$ cat config.mk
export PLATFORM = sky130hd
export DESIGN_NAME = mode_cfg
export DESIGN_NICKNAME = d
export VERILOG_FILES = /design/src/logic/mode_cfg_pkg.sv /design/src/logic/burst_if.sv /design/src/logic/mode_cfg.sv /design/src/logic/beat_fifo.sv
export SDC_FILE = /design/constraint.sdc
export NUM_CORES = 1
export LEC_CHECK = 0
export BUFFER_PORTS_ARGS = -buffer_cell sky130_fd_sc_hd__buf_2
export CORE_MARGIN = 1.5
export CORE_UTILIZATION = 39
export CTS_CLUSTER_DIAMETER = 50
export DETAILED_ROUTE_END_ITERATION = 7
export HOLD_SLACK_MARGIN = 0.03
export PLACE_DENSITY = 0.64
export SLEW_MARGIN = 20
export SYNTH_ARGS = -nofsm -noshare
export SYNTH_HDL_FRONTEND = slang
export SYNTH_SLANG_ARGS = --single-unit
$ cat constraint.sdc
create_clock -name CLK -period 3.38 [get_ports CLK]
set_clock_uncertainty 0.05 [all_clocks]
set_input_delay 0.169 -clock CLK [delete_from_list [all_inputs] [get_ports CLK]]
set_output_delay 0.169 -clock CLK [all_outputs]
set_load 0.03 [all_outputs]
$ cat src/logic/mode_cfg_pkg.sv
// Package of constants for the mode register configuration block
package mode_cfg_pkg;
  localparam int ADDR_W = 13;
  localparam int BANK_W = 3;
  localparam int COL_W  = 3;
  // Bank selects for mode register load commands
  localparam logic [2:0] BANK_MR0 = 3'h0;
  localparam logic [2:0] BANK_MR1 = 3'h1;
  // Register zero field positions
  localparam int MR0_BL_LO  = 0;
  localparam int MR0_CL_B0  = 2;
  localparam int MR0_BT     = 3;
  localparam int MR0_CL_LO  = 4;
  localparam int MR0_TM     = 7;
  localparam int MR0_DLLRST = 8;
  localparam int MR0_WR_LO  = 9;
  localparam int MR0_PPD    = 12;
  // Register one field positions
  localparam int MR1_DLLDIS = 0;
  localparam int MR1_DIC0   = 1;
  localparam int MR1_RTT0   = 2;
  localparam int MR1_AL_LO  = 3;
  localparam int MR1_DIC1   = 5;
  localparam int MR1_RTT1   = 6;
  localparam int MR1_WLVL   = 7;
  localparam int MR1_RTT2   = 9;
  localparam int MR1_QOFF   = 12;
  localparam int BC_SEL     = 12;
  // Burst length field codes
  localparam logic [1:0] BL_FIX8 = 2'h0;
  localparam logic [1:0] BL_OTF  = 2'h1;
  localparam logic [1:0] BL_FIX4 = 2'h2;
  // Beat counts and write start pull-in
  localparam logic [3:0] BEATS8    = 4'h8;
  localparam logic [3:0] BEATS4    = 4'h4;
  localparam logic [2:0] WR_PULLIN = 3'h2;
  localparam logic [ADDR_W-1:0] REG_RESET = 13'h0000;
  localparam int FIFO_DEPTH = 16;
  typedef enum logic [1:0] {BL8_E, BC4_E} beat_mode_t;
endpackage

$ cat src/logic/burst_if.sv
// Interface carrying burst column addresses between the sequencer and its FIFO
`timescale 1ns/1ps
interface burst_if #(parameter int W = 8);
  logic         in_valid;
  logic         in_ready;
  logic [W-1:0] in_data;
  logic         out_valid;
  logic         out_ready;
  logic [W-1:0] out_data;
  modport fifo (input in_valid, in_data, out_ready, output in_ready, out_valid, out_data);
  modport user (output in_valid, in_data, out_ready, input in_ready, out_valid, out_data);
endinterface

$ cat src/logic/mode_cfg.sv
// Mode registers zero and one with burst ordering and DLL control
`timescale 1ns/1ps
module mode_cfg
  import mode_cfg_pkg::*;
#(
  parameter int DLL_RST_CYCLES = 4
) (
  input  wire logic                           CLK,
  input  wire logic                           NRST,
  input  wire logic                           CKE_EN,
  input  wire logic                           CS_N,
  input  wire logic                           RAS_N,
  input  wire logic                           CAS_N,
  input  wire logic                           WE_N,
  input  wire logic [mode_cfg_pkg::BANK_W-1:0] BA,
  input  wire logic [mode_cfg_pkg::ADDR_W-1:0] ADDR,
  input  wire logic                           SR_ENTER,
  input  wire logic                           SR_EXIT,
  output logic                                BEAT_VALID,
  output logic [mode_cfg_pkg::COL_W-1:0]      BEAT_COL,
  output logic                                BEAT_IS_WRITE,
  output logic                                DQ_OE,
  output logic                                BURST_BUSY,
  output logic                                WRITE_START,
  output logic                                DLL_ON,
  output logic                                DLL_RESET_ACTIVE,
  output logic                                PD_DLL_FAST,
  output logic [2:0]                          WR_RECOVERY,
  output logic [3:0]                          READ_CL_CODE,
  output logic [1:0]                          ADD_LAT_CODE,
  output logic [1:0]                          DRIVE_STRENGTH,
  output logic [2:0]                          RTT_NOM,
  output logic                                WRITE_LEVEL,
  output logic                                OUTPUTS_OFF,
  output logic                                TEST_MODE
);
  import mode_cfg_pkg::*;

  localparam int CMDW = COL_W + 2;
  // Sync stages leave reset at idle pin levels, so no false command or refresh follows
  localparam logic [ADDR_W+BANK_W+5:0] PIN_IDLE = {4'hF, 2'h0, (ADDR_W+BANK_W)'(0)};
  // Beat at which the internal write starts; fixed chop pulls it
  localparam logic [3:0] WS_BEAT_FULL  = BEATS8 - 4'(WR_PULLIN) - 4'h1;
  localparam logic [3:0] WS_BEAT_EARLY = WS_BEAT_FULL - 4'(WR_PULLIN);
  // Clear of the DLL reset flag, counted from its rise
  localparam int DLL_CLR_LAT = DLL_RST_CYCLES + 1;

  typedef struct packed {
    logic              early_ws;
    logic [ADDR_W-1:0] mr0;
    logic [ADDR_W-1:0] mr1;
    logic [3:0]        dll_cnt;
    logic              dll_rst;
    logic              sr_dll_off;
    logic [3:0]        beat;
    logic [3:0]        len;
    logic [COL_W-1:0]  start;
    logic              wr;
    logic              il;
    logic              chop;
    logic              busy;
    logic              out_v;
    logic [COL_W-1:0]  out_col;
    logic              out_w;
    logic              out_oe;
    logic              wstart;
  } st_t;

  st_t st_q;
  st_t st_d;

  // Pin sync stages: first stage is read only by the second
  logic [ADDR_W+BANK_W+6-1:0] pin_s1;
  logic [ADDR_W+BANK_W+6-1:0] pin_s2;
  logic                       cs_n_s, ras_n_s, cas_n_s, we_n_s, sre_s, srx_s;
  logic [BANK_W-1:0]          ba_s;
  logic [ADDR_W-1:0]          a_s;

  always_ff @(posedge CLK)
  begin
    if (!NRST)
    begin
      pin_s1 <= PIN_IDLE;
      pin_s2 <= PIN_IDLE;
    end
    else if (CKE_EN)
    begin
      pin_s1 <= {CS_N, RAS_N, CAS_N, WE_N, SR_ENTER, SR_EXIT, BA, ADDR};
      pin_s2 <= pin_s1;
    end
  end
  assign {cs_n_s, ras_n_s, cas_n_s, we_n_s, sre_s, srx_s, ba_s, a_s} = pin_s2;

  logic cmd_mrs, cmd_rd, cmd_wr;
  assign cmd_mrs = ~cs_n_s & ~ras_n_s & ~cas_n_s & ~we_n_s;
  assign cmd_rd  = ~cs_n_s & ras_n_s & ~cas_n_s & we_n_s;
  assign cmd_wr  = ~cs_n_s & ras_n_s & ~cas_n_s & ~we_n_s;

  // Column of beat i for a given order and start
  function automatic logic [COL_W-1:0] beat_col(input logic il, input logic [COL_W-1:0] s,
                                                input logic [2:0] i);
    logic [COL_W-1:0] c;
    c = '0;
    if (il)
      c = s ^ i;
    else
      c = {s[2] ^ i[2], 2'(s[1:0] + i[1:0])};
    return c;
  endfunction

  // Queue of burst commands {write, chop, start column}
  burst_if #(.W(CMDW)) q ();
  beat_fifo #(.W(CMDW), .DEPTH(FIFO_DEPTH)) u_fifo (
    .CLK  (CLK),
    .NRST (NRST),
    .CE   (CKE_EN),
    .bus  (q)
  );

  logic [1:0] bl_code;
  logic       req_chop;
  assign bl_code  = st_q.mr0[MR0_BL_LO +: 2];
  // Chop when fixed four, or on-the-fly with selection pin low
  assign req_chop = (bl_code == BL_FIX4) || ((bl_code == BL_OTF) && !a_s[BC_SEL]);
  assign q.in_valid  = cmd_rd | cmd_wr;
  assign q.in_data   = {cmd_wr, req_chop, a_s[COL_W-1:0]};
  // Commands are queued immediately and run one burst at a time
  assign q.out_ready = !st_q.busy;

  // Main next-state logic
  always_comb
  begin
    st_d        = st_q;
    st_d.out_v  = 1'b0;
    st_d.out_oe = 1'b0;
    st_d.wstart = 1'b0;
    // Mode register loads by bank select
    if (cmd_mrs && ba_s == BANK_MR0)
    begin
      st_d.mr0 = a_s;
      if (a_s[MR0_DLLRST])
      begin
        st_d.dll_rst = 1'b1;
        st_d.dll_cnt = 4'(DLL_RST_CYCLES);
      end
    end
    if (cmd_mrs && ba_s == BANK_MR1)
      st_d.mr1 = a_s;
    // Self-clearing DLL reset after the reset interval
    if (st_q.dll_rst && !(cmd_mrs && ba_s == BANK_MR0 && a_s[MR0_DLLRST]))
    begin
      if (st_q.dll_cnt == 4'h0)
      begin
        st_d.dll_rst = 1'b0;
        st_d.mr0[MR0_DLLRST] = 1'b0;
      end
      else
        st_d.dll_cnt = st_q.dll_cnt - 4'h1;
    end
    // Self refresh gates an enabled DLL
    if (sre_s)
      st_d.sr_dll_off = 1'b1;
    else if (srx_s)
      st_d.sr_dll_off = 1'b0;
    // Burst sequencer
    if (!st_q.busy && q.out_valid)
    begin
      st_d.busy  = 1'b1;
      st_d.beat  = 4'h0;
      st_d.wr    = q.out_data[CMDW-1];
      st_d.chop  = q.out_data[CMDW-2];
      st_d.len   = q.out_data[CMDW-2] ? BEATS4 : BEATS8;
      st_d.il    = st_q.mr0[MR0_BT];
      // Writes start aligned; chop keeps A2 only
      st_d.start = q.out_data[CMDW-1] ?
                   (q.out_data[CMDW-2] ? {q.out_data[2], 2'h0} : 3'h0) : q.out_data[2:0];
      // Fixed chop pulls the internal write start
      st_d.early_ws = q.out_data[CMDW-1] && (bl_code == BL_FIX4);
    end
    else if (st_q.busy)
    begin
      st_d.out_v   = 1'b1;
      st_d.out_w   = st_q.wr;
      st_d.out_col = beat_col(st_q.il && !st_q.wr, st_q.start, st_q.beat[2:0]);
      // Drive only in the first four slots of a chop
      st_d.out_oe  = !st_q.wr && (st_q.beat < st_q.len) && !st_q.mr1[MR1_QOFF];
      st_d.beat    = st_q.beat + 4'h1;
      // On-the-fly chop keeps the eight-beat start point
      if (st_q.wr && st_q.beat == (st_q.early_ws ? WS_BEAT_EARLY : WS_BEAT_FULL))
        st_d.wstart = 1'b1;
      if (st_q.beat == BEATS8 - 4'h1)
        st_d.busy = 1'b0;
    end
  end

  always_ff @(posedge CLK)
  begin
    if (!NRST)
    begin
      st_q     <= '0;
      st_q.mr0 <= REG_RESET;
      st_q.mr1 <= REG_RESET;
    end
    else if (CKE_EN)
      st_q <= st_d;
  end

  // Burst and configuration outputs
  assign BEAT_VALID       = st_q.out_v;
  assign BEAT_COL         = st_q.out_col;
  assign BEAT_IS_WRITE    = st_q.out_w;
  assign DQ_OE            = st_q.out_oe;
  assign BURST_BUSY       = st_q.busy;
  assign WRITE_START      = st_q.wstart;
  assign DLL_ON           = !st_q.mr1[MR1_DLLDIS] && !st_q.sr_dll_off;
  assign DLL_RESET_ACTIVE = st_q.dll_rst;
  assign PD_DLL_FAST      = st_q.mr0[MR0_PPD];
  assign WR_RECOVERY      = st_q.mr0[MR0_WR_LO +: 3];
  assign READ_CL_CODE     = {st_q.mr0[MR0_CL_LO +: 3], st_q.mr0[MR0_CL_B0]};
  assign ADD_LAT_CODE     = st_q.mr1[MR1_AL_LO +: 2];
  assign DRIVE_STRENGTH   = {st_q.mr1[MR1_DIC1], st_q.mr1[MR1_DIC0]};
  assign RTT_NOM          = {st_q.mr1[MR1_RTT2], st_q.mr1[MR1_RTT1], st_q.mr1[MR1_RTT0]};
  assign WRITE_LEVEL      = st_q.mr1[MR1_WLVL];
  assign OUTPUTS_OFF      = st_q.mr1[MR1_QOFF];
  assign TEST_MODE        = st_q.mr0[MR0_TM];
endmodule

$ cat src/logic/beat_fifo.sv
// Parameterised synchronous FIFO with valid/ready on both sides
`timescale 1ns/1ps
module beat_fifo #(
  parameter int W     = 8,
  parameter int DEPTH = 16
) (
  input  wire logic CLK,
  input  wire logic NRST,
  input  wire logic CE,
  burst_if.fifo     bus
);
  localparam int AW = $clog2(DEPTH);
  typedef struct packed {
    logic [AW-1:0] wp;
    logic [AW-1:0] rp;
    logic [AW:0]   cnt;
  } fifo_st_t;
  fifo_st_t st_q;
  fifo_st_t st_d;
  logic [W-1:0] mem [DEPTH];
  logic push;
  logic pop;

  // Honest full and empty from the occupancy count
  assign bus.in_ready  = (st_q.cnt != (AW+1)'(DEPTH));
  assign bus.out_valid = (st_q.cnt != '0);
  assign bus.out_data  = mem[st_q.rp];
  assign push = bus.in_valid & bus.in_ready;
  assign pop  = bus.out_valid & bus.out_ready;

  // Pointer and count update
  always_comb
  begin
    st_d = st_q;
    if (push)
      st_d.wp = st_q.wp + 1'b1;
    if (pop)
      st_d.rp = st_q.rp + 1'b1;
    st_d.cnt = st_q.cnt + (AW+1)'(push) - (AW+1)'(pop);
  end

  always_ff @(posedge CLK)
  begin
    if (!NRST)
      st_q <= '0;
    else if (CE)
      st_q <= st_d;
  end

  // Storage has no reset; contents are qualified by the count
  always_ff @(posedge CLK)
  begin
    if (CE && push)
      mem[st_q.wp] <= bus.in_data;
  end
endmodule

# After elaboration in Yosys (flattened, before gate mapping)
# Memories as Yosys holds them, arrays and structs flattened. A register that Yosys moved wholly into a read port is not among the register bits.
# Cells that the tools add are included.
[op_classes]
add_sub_neg = 7
magnitude_cmp = 1
eq_ne = 6
n_mux = 23
n_bitwise = 17
n_reduce_logical = 34
[ops]
columns = ["op", "count"]
rows = [
  ["$mux 4", 6],
  ["$mux 5", 3],
  ["$reduce_and 2->1", 7],
  ["$logic_and 1x1->1", 13],
  ["$add 4x1->4 const B", 3],
  ["$mux 3", 4],
  ["$and 1x1->1", 9],
  ["$mux 1", 8],
  ["$mux 8", 1],
  ["$logic_not 1->1", 7],
  ["$mux 7", 1],
  ["$add 5x1->5", 1],
  ["$ne 5x5->1 const B", 1],
  ["$not 1->1", 5],
  ["$reduce_bool 5->1", 1],
  ["$sub 5x1->5", 1],
  ["$eq 4x3->1", 1],
  ["$eq 4x3->1 const B", 1],
  ["$logic_not 4->1", 1],
  ["$lt 4x4->1", 1],
  ["$reduce_bool 2->1", 2],
  ["$sub 4x1->4 const B", 1],
  ["$eq 3x1->1 const B", 1],
  ["$logic_not 3->1", 1],
  ["other kinds (8)", 8],
]
[totals]
ff_bits = 110
mem_bits_rw = 80
input_bits = 25
elab_cells = 111
mem_count = 1
[memory_table]
columns = ["name", "words", "width", "rd", "rd_ports_with_merged_regs", "write_ports", "line", "source"]
rows = [
  ["u_fifo.mem", 16, 5, 1, 1, 1, "beat_fifo.sv:20", "logic [W-1:0] mem [DEPTH];"],
]

# Logic depth before layout (Yosys ltp)
# Gate-level depths: netlist of run 1.
[logic_depth]
word_depth = 9
ltp_mapped = 13
ltp_nobuf = 13

# By module
# Synthesis of run 1 repeated with hierarchy kept, for this count alone.
[unflattened]
hier_cells = 614
hier_area_um2 = 7676.1
[by_module_without_submodules]
columns = ["mod", "n_inst", "cells_each", "area_each_um2", "seq_area_each_um2"]
rows = [
  ["beat_fifo", 1, 234, 4012.6, 2742.6],
  ["mode_cfg", 1, 380, 3663.5, 1841.8],
]

# Worst setup path before layout of run 1
# Ideal clock, no wire load.
[synth_path]
path_type = "flip-flop to flip-flop"
startpoint = "register u_fifo.st_q[3] (netlist bit)"
endpoint = "register u_fifo.st_q[4] (netlist bit)"
t_arrival_ns = 2.559
path_slack_ns = 0.656
path_stages_with_launch = 14
period_less_slack_ns = 2.724
path_cell_list = "dfxtp_1 inv_1 ha_1 nor4b_1 nor2_1 ha_1 inv_1 ha_1 fa_1 a21oi_1 o21bai_1 xnor2_1 o21a_1 o21a_1"
[synth_between]
elab_chain_len = 4
word_cells_on_any_way = 6
[synth_rtl]
columns = ["element", "line", "source"]
rows = [
  ["from (decl)", "beat_fifo.sv:18", "fifo_st_t st_q;"],
  ["from (signal assigned)", "beat_fifo.sv:47", "st_q <= st_d;"],
  ["$ne 5x5->1", "beat_fifo.sv:25", "assign bus.in_ready = (st_q.cnt != (AW+1)'(DEPTH));"],
  ["$and 1x1->1", "beat_fifo.sv:28", "assign push = bus.in_valid & bus.in_ready;"],
  ["$add 5x1->5", "beat_fifo.sv:39", "st_d.cnt = st_q.cnt + (AW+1)'(push) - (AW+1)'(pop);"],
  ["$sub 5x1->5 *", "beat_fifo.sv:39", ""],
]
# Mark *: on every way between the ends. The rest lies on a longest branch, timed or not.
# A chain may end at the register's enable or synchronous reset.

# Worst setup path in the final report of run 1
# Same ends and word-level chain as after synthesis.

==> impl_metrics.csv, run 1 <==
group,metric,value,unit
routing,drc,0,
synth,yosys-top-cells-count,"dfxtp_1, edfxtp_1, mux2i_1",
clock_network,postCtsSetupRepairBufs,0,
sta,period_share,93.0,%
worst_setup_path,critPathArrivalTime,3.41,ns
routing,vias,4630,
finish,seq_area,0.00458,mm^2
power,p_leak,3.49,nW
grt,grt_pass1_wl,24300,um
floorplanning,io_pins,53,
routing,ant_nets,0,
finish,nets,716,
clock_network,tritoncts,"done",
placement,io_buffers,52,
clock_network,cts_max_level,4,
worst_setup_path,cp_data_required_time,3.65,ns
worst_setup_path,reg2reg_depth,13,
placement,place.gp.congestion,0.789,
placement,pre_cts_slack,0.271,ns
synth,synth-edff-count,80,
floorplanning,die_width,145,um
sta,finalHoldViolCount,0,
clock_network,cts_sinks,189,
finish,drive_above_1_share,15.1,%
routing,postRouteWirelength,14800,um
synth,synth_cells,624,
sta,timing.final.ws_setup,0.236,ns
synth,synth_top_cells_by_area,"edfxtp_1, dfxtp_1, mux2i_1",
routing,wl_per_cell,15.6,um
floorplanning,initial_core_util,40.1,%
placement,post_dp_cell_area,0.00825,mm^2
sta,maxSlewHeadroom,38.4,%
synth,yosysTopAreaCell,"edfxtp_1",
finish,fillers,1802,
synth,synth.most_common_cell,"dfxtp_1",
routing,drt_iter0_drc,244,
worst_setup_path,r2r_setup_slack,0.24,ns
hold_path,holdCritPathClass,"in -> reg",
placement,dp_hpwl,9930,um
synth,ys_ff_latch,189,
synth,synthArstFlopShare,0,%
grt,grt-ovfl-total,0,
floorplanning,core,0.0197,mm^2
finish,multi_input_area,0.00294,mm^2
job,cap_violations,0,
power,vdd_drop_max,0.343,mV
sta,setup-tns-final,0,ns
synth,synth_top_area_share,30.5,%
sta,holdWs,0.125,ns
synth,synth_warnings,0,
worst_setup_path,path_class,"reg -> reg",
finish,stdcell_area,0.00903,mm^2
sta,fin_crit,3.14,ns
floorplanning,fp.dieH,145,um
power,finalPower,0.00531,W
sta,worst_pin_slew,0.920,ns
clock_network,clkTransAtPathRegs,0.07,ns
grt,grt_pass1_vias,4760,
clock_network,clkLatencyLatePin,0.43,ns
sta,finalSetupViolations,0,
worst_setup_path,worst_setup_path_end_kind,"flip-flop",
run_status,outcome,"complete, no violations",
grt,grt_max_degree,46,
power,powerDensity,588,mW/mm^2
sta,rsz0062_at_grt,"false",
clock_network,cts_max_path_buffers,2,
routing,routed_via_density,4.86,
hold_path,hold_end,"pin_s1[18]",
routing,drt-pass1-iter-count,4,
synth,syn-cell-area,0.00789,mm^2
synth,ys_seq_area_share,58.1,%
synth,ys_types,49,
finish,area_growth,14.5,%
worst_setup_path,r2r-end,"u_fifo.st_q[4]",
worst_setup_path,worstSetupStartpoint,"u_fifo.st_q[3]",
clock_network,ctsRootBufferMaster,"clkbuf_16",
hold_path,holdCritStartpoint,"NRST",
grt,antenna_found_initial,0,
floorplanning,rows,51,
sta,fmax,0.318,GHz
sta,drv_slew,0,
synth,synthFlopType,"dfxtp_1",
hold_path,hold_depth,2,
finish,n_antenna_cell,0,
grt,grt_usage,14.5,%
worst_setup_path,cp_max_fo,3,
synth,syn_nets,665,
synth,postSynthAreaPerCell,12.6,um^2
worst_setup_path,timing.rr.start,"u_fifo.st_q[3]",
clock_network,numCtsBuffers,17,
worst_setup_path,startpoint_type,"flip-flop",
floorplanning,die-area,0.0211,mm^2
repair_timing:
item | CTS | global route
hold endpoints to repair | 22 | 0
hold buffers | 22 | 0
gates resized for setup | 0 | 0
final cells by class:
type	instances	area share, %
well taps	265	3.67
clock inverters	14	1.50
multi-input cells	367	32.6
flip-flops and latches	189	50.8
repair buffers	82	5.98
inverters	18	0.748
clock buffers	18	4.75
layer usage:
layer	GRT usage, %	wire length (um)
met1	18.3	6900
met5	0	0
met2	24.4	7190
met4	5.61	269
met3	3.08	466
flip-flops by register name (all words and copies together) (netlist names), 2 cells and up, named ones only:
name / flops
u_fifo.mem: 80
pin_s1: 22
pin_s2: 22
st_q: 19
u_fifo.st_q: 13
READ_CL_CODE: 4
BEAT_COL: 3
RTT_NOM: 3
WR_RECOVERY: 3
ADD_LAT_CODE: 2
DRIVE_STRENGTH: 2
bl_code: 2
through the flow:
| stage | instances | util, % |
|---|---|---|
| 2_1_floorplan | 624 | - |
| 3_3_place_gp | 899 | 41.9 |
| 3_5_place_dp | 899 | 42.0 |
| 5_1_grt | 953 | 46.0 |
| 4_1_cts | 953 | 46.0 |
| 6_report | 953 | 46.0 |
cells in the final DEF (no fill, tap or decap), types with 2 or more instances in the layout:
master         instances
ha_1                  15
edfxtp_1              80
nand2b_1               4
buf_2                 52
a21boi_0               9
o211a_1                3
inv_6                  5
nand4_1                4
buf_4                  8
nand3_1               10
nor3_1                 8
nand2_1               49
clkinvlp_4             2
o22ai_1                2
nor4_1                 2
nor2_1                24
a311oi_1               2
a21o_1                 2
o21ai_0                9
mux2i_1               70
xnor2_1               10
dlygate4sd3_1         22
a21oi_1               11
clkbuf_16             17
mux4_2                 6
nand4b_1               4
and2b_2                2
mux4_1                14
o21a_1                 2
xor2_1                 3
and2_1                11
clkinv_4               3
dfxtp_1              109
a22oi_1                6
nor2b_1               70
inv_1                 18
how the worst max path moves through the flow:
| stage | end | depth (start not counted) |
|---|---|---|
| finish | u_fifo.st_q[4] | 13 |
| global placement | u_fifo.st_q[4] | 13 |
| CTS | u_fifo.st_q[4] | 13 |
| global route | u_fifo.st_q[4] | 13 |
| floorplan | u_fifo.st_q[4] | 13 |
| detailed placement | u_fifo.st_q[4] | 13 |
critical path: stages (launching register included):
cell	delay, ns
dfxtp_1	0.32
inv_1	0.11
ha_1	0.18
nor4b_1	0.49
nor2_1	0.13
ha_1	0.30
inv_1	0.04
ha_1	0.22
fa_1	0.41
a21oi_1	0.17
o21bai_1	0.10
xnor2_1	0.15
o21a_1	0.18
o21a_1	0.19
power by group:
group          total, W  switching [W]  internal, W
logic          0.000850       0.000443     0.000408
registers       0.00255      0.0000913      0.00246
clock network   0.00191       0.000878      0.00103
total           0.00531        0.00141      0.00390
kinds of logic (layout without fill, tap and decap cells):
logic type	after synthesis	count (layout)	share of synthesized area (%)
buf+inv	68	132	4.62
simple gates	195	195	13.3
compound gates	52	52	4.52
fa+ha+maj	16	16	2.63
mux	91	91	15.4
xor+xnor	13	13	1.44
flops	189	189	58.1
Power figures use the tool's default switching activity.
==> inputs of run 2 (changes only) <==
--- a/config.mk
+++ b/config.mk
@@ -11,7 +11,6 @@
 export CTS_CLUSTER_DIAMETER = 50
 export DETAILED_ROUTE_END_ITERATION = 7
 export HOLD_SLACK_MARGIN = 0.03
-export PLACE_DENSITY = 0.64
 export SLEW_MARGIN = 20
 export SYNTH_ARGS = -nofsm -noshare
 export SYNTH_HDL_FRONTEND = slang
==> impl_metrics.csv, run 2 (synthesis results as in run 1) <==
group,metric,value,unit
grt,grt-ovfl-total,0,
worst_setup_path,cp_max_fo,3,
routing,drt_iter0_drc,268,
sta,rsz0062_at_grt,"false",
finish,top_regs,"u_fifo.mem x80, pin_s1 x22, pin_s2 x22",
sta,fmax,0.330,GHz
power,vdd_drop_max,0.378,mV
worst_setup_path,r2r_setup_slack,0.35,ns
clock_network,clkLatencyLatePin,0.43,ns
worst_setup_path,path_class,"reg -> reg",
finish,fillers,1831,
finish,final_cell_mix,"dfxtp_1, edfxtp_1, nor2b_1, mux2i_1, buf_2",
finish,area_growth,14.4,%
hold_path,holdCritStartpoint,"CKE_EN",
placement,io_buffers,52,
worst_setup_path,timing.rr.start,"u_fifo.st_q[3]",
clock_network,cts_max_path_buffers,2,
worst_setup_path,worst_setup_path_end_kind,"flip-flop",
grt,grt_usage,14.6,%
floorplanning,die_width,145,um
clock_network,clkTransAtPathRegs,0.07,ns
floorplanning,initial_core_util,40.1,%
floorplanning,die-area,0.0211,mm^2
finish,largest-register,"u_fifo.mem",
routing,drc,0,
routing,ant_nets,0,
power,p_leak,3.51,nW
routing,wl_per_cell,15.6,um
sta,finalSetupViolations,0,
worst_setup_path,startpoint_type,"flip-flop",
worst_setup_path,critPathBufInv,2,
worst_setup_path,r2r-end,"u_fifo.st_q[4]",
floorplanning,core,0.0197,mm^2
grt,antenna_found_initial,0,
finish,n_antenna_cell,0,
hold_path,hold_end,"pin_s2[18]",
placement,dp_hpwl,9950,um
routing,vias,4670,
grt,grt_pass1_vias,4783,
worst_setup_path,crit_top_cell,"ha_1",
routing,drt-pass1-iter-count,5,
worst_setup_path,max_stage_delay,0.49,ns
clock_network,tritoncts,"done",
worst_setup_path,cp_data_required_time,3.65,ns
routing,routed_via_density,4.90,
worst_setup_path,critical-path-top-delay-family,"adder cells",
finish,nets,716,
sta,drv_slew,0,
run_status,outcome,"complete, no violations",
worst_setup_path,path_cells,"inv_1 -> ha_1 -> nor4b_1 -> nor2_1 -> ha_1 -> inv_1 -> ha_1 -> fa_1 -> a21oi_1 -> o21bai_1 -> xnor2_1 -> o21a_1 -> o21a_1",
finish,drive_above_1_share,15.4,%
clock_network,ctsRootBufferMaster,"clkbuf_16",
finish,final_common_cell,"dfxtp_1",
finish,largest_reg_flops,80,
sta,finalHoldViolCount,0,
hold_path,hold_depth,3,
routing,postRouteWirelength,14900,um
job,cap_violations,0,
worst_setup_path,critPathArrivalTime,3.30,ns
placement,place.gp.congestion,0.781,
clock_network,post_cts_resized,0,
hold_path,holdCritPathClass,"in -> reg",
clock_network,cts_sinks,189,
sta,maxSlewHeadroom,42.8,%
grt,grt_max_degree,68,
floorplanning,rows,51,
sta,fin_crit,3.03,ns
sta,worst_pin_slew,0.858,ns
power,powerDensity,585,mW/mm^2
clock_network,numCtsBuffers,17,
grt,grt_pass1_wl,24500,um
worst_setup_path,reg2reg_depth,13,
floorplanning,io_pins,53,
power,finalPower,0.00528,W
sta,setup-tns-final,0,ns
worst_setup_path,slowest_stage,"nor4b_1",
floorplanning,fp.dieH,145,um
sta,period_share,89.6,%
clock_network,cts_max_level,4,
[run 2: cell types whose count changed in the layout (fill, tap and decap cells not counted), moves of 2 or more]
cell / previous run / this run
clkbuf_8: 0 / 4
clkinv_2: 0 / 2
clkinv_4: 3 / 0
inv_4: 0 / 2
[run 2: power by group]
| part | internal [W] | switching (W) |
|---|---|---|
| combinational | 0.000411 | 0.000418 |
| clock | 0.00103 | 0.000853 |
| sequential | 0.00246 | 0.000113 |
| total | 0.00390 | 0.00138 |
[run 2: area by class of cell]
cell class | count | area (um^2) | share of cell area (%)
inverters | 18 | 67.6 | 0.748
multi-input cells | 367 | 2950 | 32.6
well taps | 265 | 332 | 3.67
repair buffers | 82 | 541 | 5.99
clock buffers | 21 | 480 | 5.32
clock inverters | 11 | 77.6 | 0.859
flip-flops and latches | 189 | 4580 | 50.8
[run 2: what timing repair did]
item,4_1_cts,5_1_grt
buffers inserted,0,0
hold buffers,22,0
endpoints found under the hold margin,22,0
[run 2: worst max path at each step]
stage | from | endpoint | cells past startpoint
global route | u_fifo.st_q[3] | u_fifo.st_q[4] | 13
floorplan | u_fifo.st_q[3] | u_fifo.st_q[4] | 13
CTS | u_fifo.st_q[3] | u_fifo.st_q[4] | 13
finish | u_fifo.st_q[3] | u_fifo.st_q[4] | 13
global placement | u_fifo.st_q[3] | u_fifo.st_q[4] | 13
detailed placement | u_fifo.st_q[3] | u_fifo.st_q[4] | 13
[run 2: worst register-to-register path, stage by stage (launching register included)]
cell and delay (ns):
dfxtp_1 0.31, inv_1 0.10, ha_1 0.16, nor4b_1 0.49, nor2_1 0.12, ha_1 0.30
inv_1 0.04, ha_1 0.21, fa_1 0.42, a21oi_1 0.14, o21bai_1 0.09, xnor2_1 0.15
o21a_1 0.17, o21a_1 0.17
[run 2: layer usage]
metal	global-route usage (%)	part of all wire (%)	vias to the layer above	wire length, um
met5	0	0	-	0
met4	4.39	1.3	0	195
met3	3.84	4.2	16	623
met2	23.9	47	84	7030
met1	18.9	47	2271	7060
li1	-	-	2299	-
[run 2: per-stage QoR]
stage / area (um^2) / util [%] / hold slack [ns] / instances / worst slack, ns
after floorplan: 7890 / - / 0.247 / 624 / 0.656
after global placement: 8240 / 41.9 / 0.334 / 899 / 0.507
after detailed placement: 8250 / 42.0 / 0.342 / 899 / 0.397
after CTS: 9030 / 45.9 / 0.0364 / 953 / 0.355
after global routing: 9030 / 45.9 / 0.0745 / 953 / 0.158
final: 9030 / 45.9 / 0.0566 / 953 / 0.351
